--- src/logic/coef_ctrl_pkg.sv ---
// Constants and types for the reset and coefficient buffer swap control.
// Assumes one system clock and a frame-end pulse made on that clock.
`default_nettype none

package coef_ctrl_pkg;

  // Host port widths: the address is {page, register}.
  localparam int ADDR_W = 16;
  localparam int DATA_W = 8;

  // Pages.
  localparam logic [7:0] PAGE_CTRL  = 8'h00;
  localparam logic [7:0] PAGE_ADAPT = 8'h2C;
  localparam logic [7:0] PAGE_BUF_A = 8'h2E;
  localparam logic [7:0] PAGE_BUF_B = 8'h2F;

  // Registers within the pages.
  localparam logic [7:0] REG_RESET  = 8'h01;
  localparam logic [7:0] REG_POWER  = 8'h02;
  localparam logic [7:0] REG_MODE   = 8'h03;
  localparam logic [7:0] REG_STATUS = 8'h04;
  localparam logic [7:0] REG_SWAP   = 8'h01;

  // Field positions.
  localparam int RST_MOD_BIT  = 0;
  localparam int RST_REG_BIT  = 4;
  localparam int PDN_BIT      = 0;
  localparam int STBY_BIT     = 4;
  localparam int ADAPT_BIT    = 0;
  localparam int BLOCKED_BIT  = 0;
  localparam int SWAP_REQ_BIT = 0;
  localparam int ACTIVE_BIT   = 2;

  // Coefficient buffer geometry.
  localparam int COEF_AW    = 4;
  localparam int COEF_DEPTH = 16;

  // Reset values.
  localparam logic       PDN_RST   = 1'b0;
  localparam logic       STBY_RST  = 1'b0;
  localparam logic       ADAPT_RST = 1'b0;
  localparam logic [7:0] ZERO_BYTE = 8'h00;

  // Host request carrier.
  typedef struct packed {
    logic [ADDR_W-1:0] addr;
    logic [DATA_W-1:0] wdata;
    logic              wr;
    logic              rd;
  } reg_req_s;

  // Which coefficient buffer feeds the processor.
  typedef enum logic {
    BUF_A = 1'b0,
    BUF_B = 1'b1
  } coef_buf_e;

endpackage

`default_nettype wire

--- src/logic/coef_ctrl.sv ---
// Register and module reset control plus double-buffered coefficient swap.
// Assumes frame_end_in is a one-cycle pulse on clk_in and the host port
// follows the one-cycle strobe protocol with read data one cycle later.
//
// What this block does
// - Two separate resets: control registers to defaults, filter and converter modules.
// - Reset requests accepted in any standby or power-down combination allowed.
// - Module-only reset in power-down is blocked and flagged instead.
// - Adaptive mode lets coefficients change while processing keeps running.
// - Swap request bit asks to exchange active and inactive buffers.
// - Swap request sampled only at frame end, exchanging buffers when set and adaptive mode is on.
// - Same frame-end step clears the swap request bit unless a host write to it lands in that cycle.
// - Active buffer is reported in a readable status bit.
`default_nettype none

module coef_ctrl
  import coef_ctrl_pkg::*;
(
  // Clock and reset.
  input  wire logic                       clk_in,
  input  wire logic                       rst_in,
  // Host register port.
  input  wire coef_ctrl_pkg::reg_req_s    host_req_in,
  output logic [coef_ctrl_pkg::DATA_W-1:0] host_rdata_out,
  // Processor side.
  input  wire logic                       frame_end_in,
  input  wire logic [coef_ctrl_pkg::COEF_AW-1:0] coef_addr_in,
  output logic [coef_ctrl_pkg::DATA_W-1:0] coef_data_out,
  output logic                            active_buf_out,
  // Power and reset controls.
  output logic                            standby_out,
  output logic                            power_down_out,
  output logic                            module_reset_out,
  output logic                            register_reset_out,
  output logic                            reset_blocked_out
);

  import coef_ctrl_pkg::*;

  // State.
  logic              power_down_r;
  logic              standby_r;
  logic              adapt_en_r;
  logic              coef_swap_request_r;
  logic              coef_swap_request_nxt;
  coef_buf_e         active_coef_buffer_flag_r;
  logic              blocked_r;
  logic              blocked_nxt;
  logic [DATA_W-1:0] coefficient_ram_a [COEF_DEPTH];
  logic [DATA_W-1:0] coefficient_ram_b [COEF_DEPTH];

  // Address decode.
  wire [7:0] page_w = host_req_in.addr[15:8];
  wire [7:0] reg_w  = host_req_in.addr[7:0];
  wire [COEF_AW-1:0] cidx_w = host_req_in.addr[COEF_AW-1:0];
  wire       ram_row_w = (reg_w[7:COEF_AW] == 4'h0);
  wire sel_reset_w  = (page_w == PAGE_CTRL) && (reg_w == REG_RESET);
  wire sel_power_w  = (page_w == PAGE_CTRL) && (reg_w == REG_POWER);
  wire sel_mode_w   = (page_w == PAGE_CTRL) && (reg_w == REG_MODE);
  wire sel_status_w = (page_w == PAGE_CTRL) && (reg_w == REG_STATUS);
  wire sel_swap_w   = (page_w == PAGE_ADAPT) && (reg_w == REG_SWAP);
  wire sel_buf_a_w  = (page_w == PAGE_BUF_A) && ram_row_w;
  wire sel_buf_b_w  = (page_w == PAGE_BUF_B) && ram_row_w;

  // Write strobes per register.
  wire wr_w        = host_req_in.wr;
  wire wr_reset_w  = wr_w && sel_reset_w;
  wire wr_power_w  = wr_w && sel_power_w;
  wire wr_mode_w   = wr_w && sel_mode_w;
  wire wr_status_w = wr_w && sel_status_w;
  wire wr_swap_w   = wr_w && sel_swap_w;

  // Reset requests. Both bits are self-clearing commands, never stored.
  wire mod_req_w = wr_reset_w && host_req_in.wdata[RST_MOD_BIT];
  wire reg_req_w = wr_reset_w && host_req_in.wdata[RST_REG_BIT];

  // A module-only reset while powered down could hang the converters, so it
  // is dropped and reported; with a register reset beside it, it proceeds.
  wire mod_bad_w = mod_req_w && !reg_req_w && power_down_r;
  wire mod_go_w  = mod_req_w && !mod_bad_w;

  // Swap handling. The request is only looked at on the frame-end pulse.
  wire swap_set_w = wr_swap_w && host_req_in.wdata[SWAP_REQ_BIT];
  wire swap_now_w = frame_end_in && coef_swap_request_r && adapt_en_r;

  // Swap request next value: a host set in the swap cycle wins over the
  // hardware clear so a fresh request is never lost.
  always_comb
  begin
    coef_swap_request_nxt = coef_swap_request_r;
    if (reg_req_w)
    begin
      coef_swap_request_nxt = 1'b0;
    end
    else if (wr_swap_w)
    begin
      coef_swap_request_nxt = host_req_in.wdata[SWAP_REQ_BIT];
    end
    else if (swap_now_w)
    begin
      coef_swap_request_nxt = 1'b0;
    end
  end

  // Blocked-reset flag: sticky, write one to clear, a new event wins.
  always_comb
  begin
    blocked_nxt = blocked_r;
    if (wr_status_w && host_req_in.wdata[BLOCKED_BIT])
    begin
      blocked_nxt = 1'b0;
    end
    if (mod_bad_w)
    begin
      blocked_nxt = 1'b1;
    end
  end

  // Read selection.
  wire [DATA_W-1:0] rd_power_w =
    {3'h0, standby_r, 3'h0, power_down_r};
  wire [DATA_W-1:0] rd_mode_w   = {7'h00, adapt_en_r};
  wire [DATA_W-1:0] rd_status_w = {7'h00, blocked_r};
  wire [DATA_W-1:0] rd_swap_w   =
    {5'h00, active_coef_buffer_flag_r, 1'b0, coef_swap_request_r};
  wire [DATA_W-1:0] rd_value_w =
    sel_power_w  ? rd_power_w :
    sel_mode_w   ? rd_mode_w :
    sel_status_w ? rd_status_w :
    sel_swap_w   ? rd_swap_w :
    sel_buf_a_w  ? coefficient_ram_a[cidx_w] :
    sel_buf_b_w  ? coefficient_ram_b[cidx_w] :
    ZERO_BYTE;

  // Control registers. A register reset returns them to their defaults;
  // the active buffer is processor state and is left alone by it.
  always_ff @(posedge clk_in)
  begin
    if (rst_in || reg_req_w)
    begin
      power_down_r <= PDN_RST;
      standby_r    <= STBY_RST;
      adapt_en_r   <= ADAPT_RST;
    end
    else
    begin
      if (wr_power_w)
      begin
        power_down_r <= host_req_in.wdata[PDN_BIT];
        standby_r    <= host_req_in.wdata[STBY_BIT];
      end
      if (wr_mode_w)
      begin
        adapt_en_r <= host_req_in.wdata[ADAPT_BIT];
      end
    end
  end

  // Request, flag and active buffer state.
  always_ff @(posedge clk_in)
  begin
    if (rst_in)
    begin
      coef_swap_request_r       <= 1'b0;
      blocked_r                 <= 1'b0;
      active_coef_buffer_flag_r <= BUF_A;
    end
    else
    begin
      coef_swap_request_r <= coef_swap_request_nxt;
      blocked_r           <= blocked_nxt;
      if (swap_now_w)
      begin
        // Only the frame-end pulse moves the selector.
        active_coef_buffer_flag_r <= coef_buf_e'(~active_coef_buffer_flag_r);
      end
    end
  end

  // Coefficient storage. No reset: contents are loaded by the host.
  always_ff @(posedge clk_in)
  begin
    if (wr_w && sel_buf_a_w)
    begin
      coefficient_ram_a[cidx_w] <= host_req_in.wdata;
    end
    if (wr_w && sel_buf_b_w)
    begin
      coefficient_ram_b[cidx_w] <= host_req_in.wdata;
    end
  end

  // Processor read port. One bank is chosen per cycle from a selector that
  // only moves at frame end, so a frame never reads a mix of both. The host
  // may still write the active bank; keeping away from it is its duty.
  always_ff @(posedge clk_in)
  begin
    if (rst_in)
    begin
      coef_data_out <= ZERO_BYTE;
    end
    else if (active_coef_buffer_flag_r == BUF_B)
    begin
      coef_data_out <= coefficient_ram_b[coef_addr_in];
    end
    else
    begin
      coef_data_out <= coefficient_ram_a[coef_addr_in];
    end
  end

  // Output flops. Read data stand for exactly one cycle, zero otherwise.
  always_ff @(posedge clk_in)
  begin
    if (rst_in)
    begin
      host_rdata_out     <= ZERO_BYTE;
      module_reset_out   <= 1'b0;
      register_reset_out <= 1'b0;
    end
    else
    begin
      host_rdata_out     <= host_req_in.rd ? rd_value_w : ZERO_BYTE;
      module_reset_out   <= mod_go_w;
      register_reset_out <= reg_req_w;
    end
  end

  // Level outputs mirror their registers.
  assign active_buf_out    = active_coef_buffer_flag_r;
  assign standby_out       = standby_r;
  assign power_down_out    = power_down_r;
  assign reset_blocked_out = blocked_r;
endmodule

`default_nettype wire

--- config.mk ---
export PLATFORM = sky130hd
export DESIGN_NAME = coef_ctrl
export DESIGN_NICKNAME = d
export VERILOG_FILES = /design/src/logic/coef_ctrl_pkg.sv /design/src/logic/coef_ctrl.sv
export SDC_FILE = /design/constraint.sdc
export NUM_CORES = 1
export LEC_CHECK = 0
export ABC_AREA = 1
export BUFFER_PORTS_ARGS = -buffer_cell sky130_fd_sc_hd__buf_2
export CAP_MARGIN = 20
export CELL_PAD_IN_SITES_DETAIL_PLACEMENT = 1
export CELL_PAD_IN_SITES_GLOBAL_PLACEMENT = 1
export CORE_ASPECT_RATIO = 1.75
export CORE_MARGIN = 1.5
export CORE_UTILIZATION = 46
export CTS_BUF_LIST = sky130_fd_sc_hd__clkbuf_4 sky130_fd_sc_hd__clkbuf_8
export CTS_CLUSTER_DIAMETER = 100
export DETAILED_ROUTE_END_ITERATION = 8
export PLACE_DENSITY = 0.79
export SLEW_MARGIN = 20
export SYNTH_ARGS = -nofsm -noshare
export SYNTH_HDL_FRONTEND = slang
export SYNTH_SLANG_ARGS = --single-unit
export TNS_END_PERCENT = 10
--- constraint.sdc ---
create_clock -name clk_in -period 2.05 [get_ports clk_in]
set_input_delay 0.205 -clock clk_in [delete_from_list [all_inputs] [get_ports clk_in]]
set_output_delay 0.205 -clock clk_in [all_outputs]
set_load 0.01 [all_outputs]
==> impl_results.md, run 1 <==
* Design Power at 12.1 mW
* Gr usage total at 36.1%
* Slew HR at 64.4%
* Setup_tns at 0 ns
* Largest net degree at the start of global routing at 41
* Leakage at 5.61 nW
* Final Slew Violations at 0
* Crit path DAT at 2.22 ns
* Fin. Hold Viols at 0
* CTS H-tree depth at 2
* Post-route cell area at 15400 µm²
* Antenna viol nets, final at 0
* Hold Crit Class: input pin to register
* Most frequent cells in the layout: 256 x edfxtp_1, 179 x nand2_1, 171 x nor2_1, 140 x o21ai_0, 100 x a22oi_1
* DRT iter0 DRCs at 1287
* R2r startpoint: coefficient_ram_b[12][0]
* Die height at 226 µm
* Reg2reg end: host_rdata_out[0]
* Setup CP Type: register to register
* Avg WL per Cell at 28.9 µm
* Power Dens Cells at 786 nW/µm²
* Net Count, Synth at 1284
* Initial Util at 46.8%
* First-pass GRT wire length at 76100 µm
* Initial antenna violation count at 1
* IO Port Bufs at 54
* Syn Area/Cell at 10.5 µm²
* Fraction of layout cells with a size suffix above 1 at 18.6%
* CP cell instances: nand2_1 -> nand2_1 -> nand2_1 -> nand3_1 -> nand2_1 -> nand2_1 -> o21ai_1 -> nand3_1 -> nand2_1 -> nand3_1 -> nand2_1 -> inv_1
* Final period utilization at 84.5%
* Largest delay share family, worst path: simple AND/OR/NAND/NOR gates
* Crit path time final at 1.73 ns
* Root Driver: clkbuf_8
* Beginning of the worst hold path: frame_end_in
* Post-synthesis cell area at 13100 µm²
* Final GP Congestion at 0.946
* Final setup viols at 0
* CP max FO at 2
* Die width at 130 µm
* Synth-to-Final Area Change at 17.8%
* Post-synthesis sequential area ratio at 62.4%
* Placed cell area at 14500 µm²
* Asr flop ratio synth at 0%
* CTS tree: built
* Cell repeated most along the worst path: nand2_1
* Cell variety after synth at 36
* # IOs at 55
* CTS buffer count at 40
* CP max-delay cell: edfxtp_1
* Final core occ at 55.1%
* Data required, critical path at 2.54 ns
* Synth Instances at 1251
* Grt total ovfl at 0
* Clk Latency, worst-skew pair at 0.60 ns
* Slew @ Worst Pin at 0.533 ns
* Outcome: finished clean
* #FFs+latches synth at 280
* CP Buf/Inv Count at 1
* Vias at 11548
* Core Footprint at 28000 µm²
* Vias in the first global route at 12262
* Startpoint Class: register
* DRC viols at 0
* Via density at 6.47
* R2R setup slack at 0.32 ns
* Routed WL at 51600 µm
* Hold endpoint: active_buf_out
* Row Count at 81
* Top FF cell, synth: edfxtp_1
* Longest Clk Path Bufs at 3
* DP HPWL at 35100 µm
* PostCTS Resize Cnt at 0
* Min Hold Slack at 0.0472 ns
* Skew final at 0.0309 ns
* Yosys warning count at 0
* Crit end category: register
* Max_cap viols at 0
* Maximum vdd drop at 465 µV
* Fillers at 3133
* RSZ-0062 raised after global routing: no
* Max Fclk at 577 MHz
* Worst Hold Depth at 3
* Worst Reg-to-Reg Cells at 12
* Sink Count at 280
* DRT Pass-1 Iters at 5
* Worst stage delay on the critical path at 0.52 ns
* Die Area at 29500 µm²
* Commonest non-fill, non-tap cell in the layout: edfxtp_1
* Nets@finish at 1414
* Post-synth EDFFs at 256
* Clock transition at path regs at 0.07 ns
## routing by layer
| layer | global-route usage (%) | routed length (µm) |
|---|---|---|
| met4 | 27.9 | 4640 |
| met2 | 62.2 | 26500 |
| met5 | 0 | 0 |
| met3 | 5.21 | 3460 |
| met1 | 39.2 | 17000 |
## repair_timing
action                                 4_1_cts  5_1_grt
buffers inserted                             0        0
hold buffers                                 4        0
endpoints found under the hold margin        5        0
## cells in the mapped netlist, types with 2 or more instances
library cell,instances,area (µm²)
buf_4,8,60.1
and3_1,2,12.5
inv_2,6,22.5
nor2_1,171,642
o211ai_1,5,37.5
inv_1,35,131
o22ai_1,9,56.3
nand4_1,8,50.1
buf_2,34,170
o221ai_1,48,420
nand2_2,5,31.3
edfxtp_1,256,7690
clkbuf_1,41,154
nor2_4,4,45.0
nand2_1,179,672
o21ai_0,140,701
a21oi_1,61,305
a31oi_1,6,37.5
nor2_2,3,18.8
or2_1,15,93.8
a22oi_1,100,751
nand3_1,38,190
dfxtp_1,24,480
buf_6,3,33.8
nor3_1,26,130
o21ai_1,14,70.1
## kinds of logic after synthesis
| family | count (synthesis) | share of synthesized area [%] |
|---|---|---|
| AOI/OAI and AO/OA | 387 | 18.5 |
| buffers and inverters | 130 | 4.51 |
| DFF | 280 | 62.4 |
| and+or+nand+nor | 454 | 14.6 |
## worst min-delay path: cells and delay by family
family | cells | cell delay, ns
AOI/OAI and AO/OA | 1 | 0.10
and+or+nand+nor | 1 | 0.17
buffers and inverters | 1 | 0.11
## registers in the layout (all words and copies together), names as in the netlist
name / cells
coefficient_ram_a: 128
coefficient_ram_b: 128
coef_data_out: 8
host_rdata_out: 8
active_buf_out: 1
adapt_en_r: 1
coef_swap_request_r: 1
module_reset_out: 1
power_down_out: 1
register_reset_out: 1
reset_blocked_out: 1
standby_out: 1
## worst max-delay path by stage
stage	to	slack, ns	cells after the start	start
global placement	coefficient_ram_a[11][7]	0.07	9	host_req_in[25]
detailed placement	host_rdata_out[0]	0.0008	15	host_req_in[10]
finish	host_rdata_out[0]	0.32	12	coefficient_ram_b[12][0]
global route	host_rdata_out[0]	0.21	12	coefficient_ram_b[12][0]
floorplan	coefficient_ram_a[10][0]	-0.07	7	host_req_in[25]
CTS	active_buf_out	0.36	1	active_buf_out
## where the power goes
part / switching (mW) / internal [mW]
registers: 0.00333 / 6.23
clock network: 2.24 / 2.41
logic: 0.844 / 0.377
total: 3.09 / 9.02
## metrics by stage
step,setup slack (ns),instances
after detailed placement,0.000847,1708
after CTS,0.362,1784
final,0.318,1785
after floorplan,-0.0738,1251
after global routing,0.212,1784
after global placement,0.0687,1708
## area by class of cell
type | count | area, µm² | area share, %
sequential | 280 | 8170 | 53.0
multi-input combinational | 841 | 4330 | 28.1
tap | 373 | 467 | 3.03
timing repair buffer | 175 | 1450 | 9.43
inverter | 43 | 170 | 1.10
antenna | 1 | 2.50 | 0.0162
clock inverter | 16 | 105 | 0.682
clock buffer | 56 | 721 | 4.68
Note: power is estimated with default switching activity, not from simulation.
==> run 2, diff against run 1 <==
==> constraint.sdc (replaced) <==
create_clock -name clk_in -period 1.5 [get_ports clk_in]
set_input_delay 0.15 -clock clk_in [delete_from_list [all_inputs] [get_ports clk_in]]
set_output_delay 0.15 -clock clk_in [all_outputs]
set_load 0.01 [all_outputs]
==> run 2 against run 1 <==
The run now ends with negative setup slack left; total power is 39% higher; final area is 8.0% higher; first-iteration DRC count is 8.9% lower; non-clock buffer count is 83 higher; core utilization is 4.4 points higher; sequential share of layout area is 3.9 points lower; largest power group unchanged; critical path depth stayed put; clock skew is 0.0048 ns higher; fmax is 9.6% higher; via count is 3.6% higher; register-to-register slack worse by 0.40 ns; hold slack worse by 0.041 ns.
==> impl_results.md, run 2 (synthesis results as in run 1) <==
* Gr usage total at 37.5% (was 36.1%)
* Max_cap viols at 0 (unchanged)
* Root Driver: clkbuf_8 (unchanged)
* CP max FO at 2 (unchanged)
* Longest Clk Path Bufs at 3 (unchanged)
* IO Port Bufs at 54 (unchanged)
* Final Slew Violations at 0 (unchanged)
* Row Count at 81 (unchanged)
* Die width at 130 µm (unchanged)
* Crit path time final at 1.58 ns (was 1.73 ns)
* Via density at 6.40 (was 6.47)
* DRT Pass-1 Iters at 6 (was 5)
* Sink Count at 280 (unchanged)
* Power Dens Cells at 1010 nW/µm² (was 786 nW/µm²)
* Startpoint Class: register (unchanged)
* # IOs at 55 (unchanged)
* Fraction of layout cells with a size suffix above 1 at 27.2% (was 18.6%)
* Grt total ovfl at 0 (unchanged)
* Avg WL per Cell at 28.9 µm (about the same)
* Crit end category: register (unchanged)
* Vias at 11969 (was 11548)
* Maximum vdd drop at 812 µV (was 465 µV)
* Placed insts at 1779 (was 1708)
* Clock transition at path regs at 0.08 ns (was 0.07 ns)
* Vias in the first global route at 12734 (was 12262)
* Final GP Congestion at 0.987 (was 0.946)
* Most frequent cells in the layout: 256 x edfxtp_1, 175 x nand2_1, 161 x nor2_1, 154 x buf_4, 136 x o21ai_0 (was 256 x edfxtp_1, 179 x nand2_1, 171 x nor2_1, 140 x o21ai_0, 100 x a22oi_1)
* DRT iter0 DRCs at 1172 (was 1287)
* Hold Crit Class: input pin to register (unchanged)
* Nets@finish at 1498 (was 1414)
* Post-Place Worst Slack at -0.473 ns (was 0.000847 ns)
* Leakage at 6.23 nW (was 5.61 nW)
* Regs by FF count: coefficient_ram_a x128, coefficient_ram_b x128 (unchanged)
* DRC viols at 0 (unchanged)
* RSZ-0062 raised after global routing: yes (was no)
* Antenna viol nets, final at 0 (unchanged)
* CTS H-tree depth at 2 (unchanged)
* DP HPWL at 38000 µm (was 35100 µm)
* Final setup viols at 7 (was 0)
* Skew final at 0.0358 ns (was 0.0309 ns)
* Synth-to-Final Area Change at 27.3% (was 17.8%)
* Post-route setup slack at -0.0808 ns (was 0.318 ns)
* Fillers at 3025 (was 3133)
* Initial antenna violation count at 1 (unchanged)
* Slew HR at 72.6% (was 64.4%)
* Fin. Hold Viols at 0 (unchanged)
* CTS buffer count at 41 (was 40)
* First-pass GRT wire length at 79100 µm (was 76100 µm)
* Initial Util at 46.8% (unchanged)
* Final period utilization at 105% (was 84.5%)
* Data required, critical path at 1.97 ns (was 2.54 ns)
* Failing checks: negative setup slack
* Routed WL at 54100 µm (was 51600 µm)
* Reg area at 8170 µm² (unchanged)
* Multi-input gate area at 4700 µm² (was 4330 µm²)
* Max Fclk at 633 MHz (was 577 MHz)
* Clk Latency, worst-skew pair at 0.60 ns (about the same)
* Core Footprint at 28000 µm² (unchanged)
* Die Area at 29500 µm² (unchanged)
* Die height at 226 µm (unchanged)
* Ant diodes at 0 (was 1)
* Outcome: finished, violations left (was finished clean)
* CTS tree: built (unchanged)
* Largest net degree at the start of global routing at 33 (was 41)
* Setup CP Type: register to register (unchanged)
* Crit path DAT at 2.05 ns (was 2.22 ns)
* Commonest non-fill, non-tap cell in the layout: edfxtp_1 (unchanged)
* Slew @ Worst Pin at 0.410 ns (was 0.533 ns)
* Final Non-Filler Cells at 1870 (was 1785)
==> run 2: cell count changes in the layout (fill, tap and decap cells not counted), moves of 10 or more <==
| cell | before | now |
|---|---|---|
| buf_12 | 21 | 38 |
| a22oi_1 | 100 | 89 |
| nor3_1 | 26 | 2 |
| nor3_2 | 0 | 12 |
| a22oi_2 | 0 | 11 |
| buf_4 | 97 | 154 |
| nor2_1 | 171 | 161 |
| nor3_4 | 0 | 12 |
==> run 2: critical path: stages, from the launching register on <==
cell and delay (ns):
edfxtp_1 0.42, nand2_2 0.12, nand2_4 0.09, nand2_1 0.07, nand2_1 0.06, nand2_1 0.06, nand2_1 0.10, o21ai_2 0.14
nand3_1 0.10, nand2_1 0.10, nand3_1 0.08, nand2_1 0.07, inv_1 0.05
==> run 2: repair_timing <==
action,4_1_cts,5_1_grt
setup buffers,0,3
gates cloned,0,0
hold endpoints to repair,35,0
resized for setup,8,28
pin swaps,0,11
hold buffers,13,0
endpoints found under the setup margin,6,14
==> run 2: path summary, 6_finish.rpt <==
path | start | end | slack (ns) | cells past startpoint
max | coefficient_ram_a[10][0] | host_rdata_out[0] | -0.08 | 12
min | host_req_in[9] | coefficient_ram_a[1][7] | 0.006 | 1
max reg2reg | coefficient_ram_a[10][0] | host_rdata_out[0] | -0.08 | 12
min reg2reg | standby_out | standby_out | 0.52 | 1
==> run 2: area by class of cell <==
cell class	instances	share of cell area, %
Timing Repair Buffer	258	13.9
Multi-Input combinational cell	841	28.2
Sequential cell	280	49.1
Clock inverter	12	0.368
Clock buffer	63	4.64
Inverter	43	1.02
Tap cell	373	2.80
==> run 2: stage by stage <==
stage / cell area [µm²] / hold WS [ns] / setup TNS [ns] / utilization [%] / total power, mW
2_1_floorplan: 13300 / 0.222 / -42.45 / - / 9.50
3_3_place_gp: 15500 / 0.358 / -77.05 / 55.5 / 10.4
3_5_place_dp: 15500 / 0.359 / -88.41 / 55.5 / 10.5
4_1_cts: 16500 / 0.00340 / -0.0163 / 59.0 / 16.8
5_1_grt: 16700 / 0.0102 / -0.742 / 59.5 / 17.3
6_report: 16700 / 0.00604 / -0.217 / 59.5 / 16.9
==> run 2: where the power goes <==
group | switching (mW) | internal, mW
logic | 1.26 | 0.666
registers | 0.0160 | 8.52
clock network | 3.10 | 3.31
total | 4.38 | 12.5
==> run 2: per-layer routing <==
metal	track usage, %	wire length, µm	share of wire, %	vias up
li1	-	-	-	5051
met1	40.8	17900	33	5931
met2	63.9	27400	51	730
met3	6.70	3860	7.1	257
met4	28.6	4940	9.1	0
met5	0	0	0	-
==> run 3, diff against run 2 <==
--- a/config.mk
+++ b/config.mk
@@ -17,6 +17,7 @@
 export CTS_CLUSTER_DIAMETER = 100
 export DETAILED_ROUTE_END_ITERATION = 8
 export PLACE_DENSITY = 0.79
+export RECOVER_POWER = 50
 export SLEW_MARGIN = 20
 export SYNTH_ARGS = -nofsm -noshare
 export SYNTH_HDL_FRONTEND = slang
==> run 3 against run 2 <==
The flow still finishes with violations (negative setup slack); critical path depth down 9; sequential power about the same; sequential share of layout area up 0.46 points; final area down 0.92%; routed wire length about the same; largest power group unchanged; first-iteration DRC count down 4.8%; combinational power down 2%; global-route usage unchanged; clock power about the same; total power down 0.22%.
==> impl_results.md, run 3 (synthesis results as in run 1) <==
* CP cell instances: dlygate4sd3_1 -> clkbuf_1 -> buf_2 (was nand2_2 -> nand2_4 -> nand2_1 -> nand2_1 -> nand2_1 -> nand2_1 -> o21ai_2 -> nand3_1 -> nand2_1 -> nand3_1 -> nand2_1 -> inv_1)
* Grt total ovfl at 0 (unchanged)
* Via density at 6.41 (was 6.40)
* Power Dens Cells at 1020 nW/µm² (was 1010 nW/µm²)
* Reg2reg end: host_rdata_out[0] (unchanged)
* Maximum vdd drop at 814 µV (was 812 µV)
* CP max FO at 20 (was 2)
* Crit path DAT at 1.90 ns (was 2.05 ns)
* Worst stage delay on the critical path at 0.64 ns (was 0.42 ns)
* Gr usage total at 37.5% (unchanged)
* CTS H-tree depth at 2 (unchanged)
* DRT Pass-1 Iters at 5 (was 6)
* CP max-delay cell: clkbuf_1 (was edfxtp_1)
* Beginning of the worst hold path: host_req_in[24] (was host_req_in[9])
* Fraction of layout cells with a size suffix above 1 at 25.9% (was 27.2%)
* Regs by FF count: coefficient_ram_a x128, coefficient_ram_b x128 (unchanged)
* Final Slew Violations at 0 (unchanged)
* Initial antenna violation count at 1 (unchanged)
* RSZ-0062 raised after global routing: yes (unchanged)
* Data required, critical path at 1.80 ns (was 1.97 ns)
* Sink Count at 280 (unchanged)
* DRC viols at 0 (unchanged)
* IO Port Bufs at 54 (unchanged)
* Die Area at 29500 µm² (unchanged)
* R2R setup slack at -0.08 ns (about the same)
* Worst Hold Depth at 6 (was 1)
* Worst Reg-to-Reg Cells at 12 (unchanged)
* Initial Util at 46.8% (unchanged)
* Synth-to-Final Area Change at 26.1% (was 27.3%)
* Final Non-Filler Cells at 1870 (unchanged)
* CTS tree: built (unchanged)
* Max_cap viols at 0 (unchanged)
* Skew final at 0.0330 ns (was 0.0358 ns)
* Avg WL per Cell at 28.9 µm (about the same)
* Crit end category: register (unchanged)
* First-pass GRT wire length at 79100 µm (unchanged)
* Final period utilization at 106% (was 105%)
* Clk Latency, worst-skew pair at 0.60 ns (about the same)
* Placed insts at 1779 (unchanged)
* Ant diodes at 0 (unchanged)
* DP HPWL at 38000 µm (unchanged)
* Clock transition at path regs at 0.07 ns (was 0.08 ns)
* Fin. Hold Viols at 0 (unchanged)
* Row Count at 81 (unchanged)
* Most frequent cells in the layout: 256 x edfxtp_1, 175 x nand2_1, 162 x nor2_1, 149 x buf_4, 136 x o21ai_0 (was 256 x edfxtp_1, 175 x nand2_1, 161 x nor2_1, 154 x buf_4, 136 x o21ai_0)
* Leakage at 6.14 nW (was 6.23 nW)
* CTS buffer count at 41 (unchanged)
* Min Hold Slack at 0.0911 ns (was 0.00604 ns)
* Hold Crit Class: input pin to register (unchanged)
* Nets@finish at 1498 (unchanged)
* Post-route setup slack at -0.0968 ns (was -0.0808 ns)
* Root Driver: clkbuf_8 (unchanged)
* Outcome: finished, violations left (unchanged)
* Setup CP Type: input pin to register (was register to register)
* Commonest non-fill, non-tap cell in the layout: edfxtp_1 (unchanged)
* Max Fclk at 626 MHz (was 633 MHz)
* Die height at 226 µm (unchanged)
* Die width at 130 µm (unchanged)
* Core Footprint at 28000 µm² (unchanged)
* Largest net degree at the start of global routing at 33 (unchanged)
* Final setup viols at 36 (was 7)
* Routed WL at 54100 µm (about the same)
* Longest Clk Path Bufs at 3 (unchanged)
* Failing checks: negative setup slack (unchanged)
* Crit path time final at 1.60 ns (was 1.58 ns)
* Vias in the first global route at 12734 (unchanged)
* Slew HR at 19.2% (was 72.6%)
* Startpoint Class: input pin (was register)
* Hold endpoint: reset_blocked_out (was coefficient_ram_a[1][7])
* # IOs at 55 (unchanged)
* Final core occ at 59.0% (was 59.5%)
* Vias at 11983 (was 11969)
* DRT iter0 DRCs at 1116 (was 1172)
* Slew @ Worst Pin at 1.21 ns (was 0.410 ns)
* R2r startpoint: coefficient_ram_a[10][0] (unchanged)
* Antenna viol nets, final at 0 (unchanged)
* Final GP Congestion at 0.987 (unchanged)
run 3: cell count changes in the layout (fill, tap and decap cells not counted), sizes merged:
cell | before | now
buf | 245 | 220
dlymetal6s2s | 0 | 1
clkbuf | 63 | 87
run 3: repair_timing:
item | CTS | global route
setup endpoints to repair | 6 | 14
endpoints found under the hold margin | 35 | 0
buffers inserted | 0 | 3
hold buffers | 13 | 0
resized for setup | 8 | 28
pin swaps | 0 | 11
run 3: worst max-delay path, delay by kind of cell:
kind / cells / cell delay (ns)
buffers and inverters: 3 / 1.73
run 3: worst max path at each step:
stage          slack, ns  cells past startpoint                        to                startpoint
6_report            -0.1                      3  coefficient_ram_a[15][2]            host_req_in[4]
5_1_grt            -0.19                     12         host_rdata_out[0]  coefficient_ram_b[12][0]
4_1_cts            -0.01                      5         host_rdata_out[3]   coefficient_ram_a[3][3]
3_5_place_dp       -0.47                     10          coef_data_out[5]           coef_addr_in[0]
3_3_place_gp       -0.35                      9          coef_data_out[5]           coef_addr_in[0]
2_1_floorplan      -0.25                      7  coefficient_ram_a[10][0]           host_req_in[25]
run 3: layer usage:
| metal | GRT usage [%] | vias to the layer above | wire [µm] | part of all wire (%) |
|---|---|---|---|---|
| met1 | 40.8 | 5948 | 17900 | 33 |
| met5 | 0 | - | 0 | 0 |
| met4 | 28.6 | 0 | 4980 | 9.2 |
| met2 | 63.9 | 725 | 27200 | 50 |
| li1 | - | 5053 | - | - |
| met3 | 6.70 | 257 | 3980 | 7.4 |
run 3: power by group:
part           leakage, nW  total, mW  switching (mW)  internal, mW
sequential            2.50       8.54          0.0154          8.52
clock                0.457       6.40            3.10          3.31
combinational         3.19       1.89            1.26         0.632
total                 6.14       16.8            4.37          12.5
run 3: layout make-up:
type / instances / area [µm²]
well taps: 373 / 467
inverters: 43 / 170
repair buffers: 258 / 2170
clock buffers: 63 / 773
clock inverters: 12 / 61.3
fillers: 3047 / 11500
multi-input cells: 841 / 4690
flip-flops and latches: 280 / 8170
run 3: per-stage QoR:
| step | setup TNS, ns | area (µm²) | total power [mW] | setup WS, ns |
|---|---|---|---|---|
| floorplan | -42.45 | 13300 | 9.50 | -0.249 |
| global placement | -77.05 | 15500 | 10.4 | -0.352 |
| detailed placement | -88.41 | 15500 | 10.5 | -0.473 |
| CTS | -0.0163 | 16500 | 16.8 | -0.0137 |
| global route | -3.10 | 16500 | 17.2 | -0.189 |
| finish | -2.05 | 16500 | 16.8 | -0.0968 |
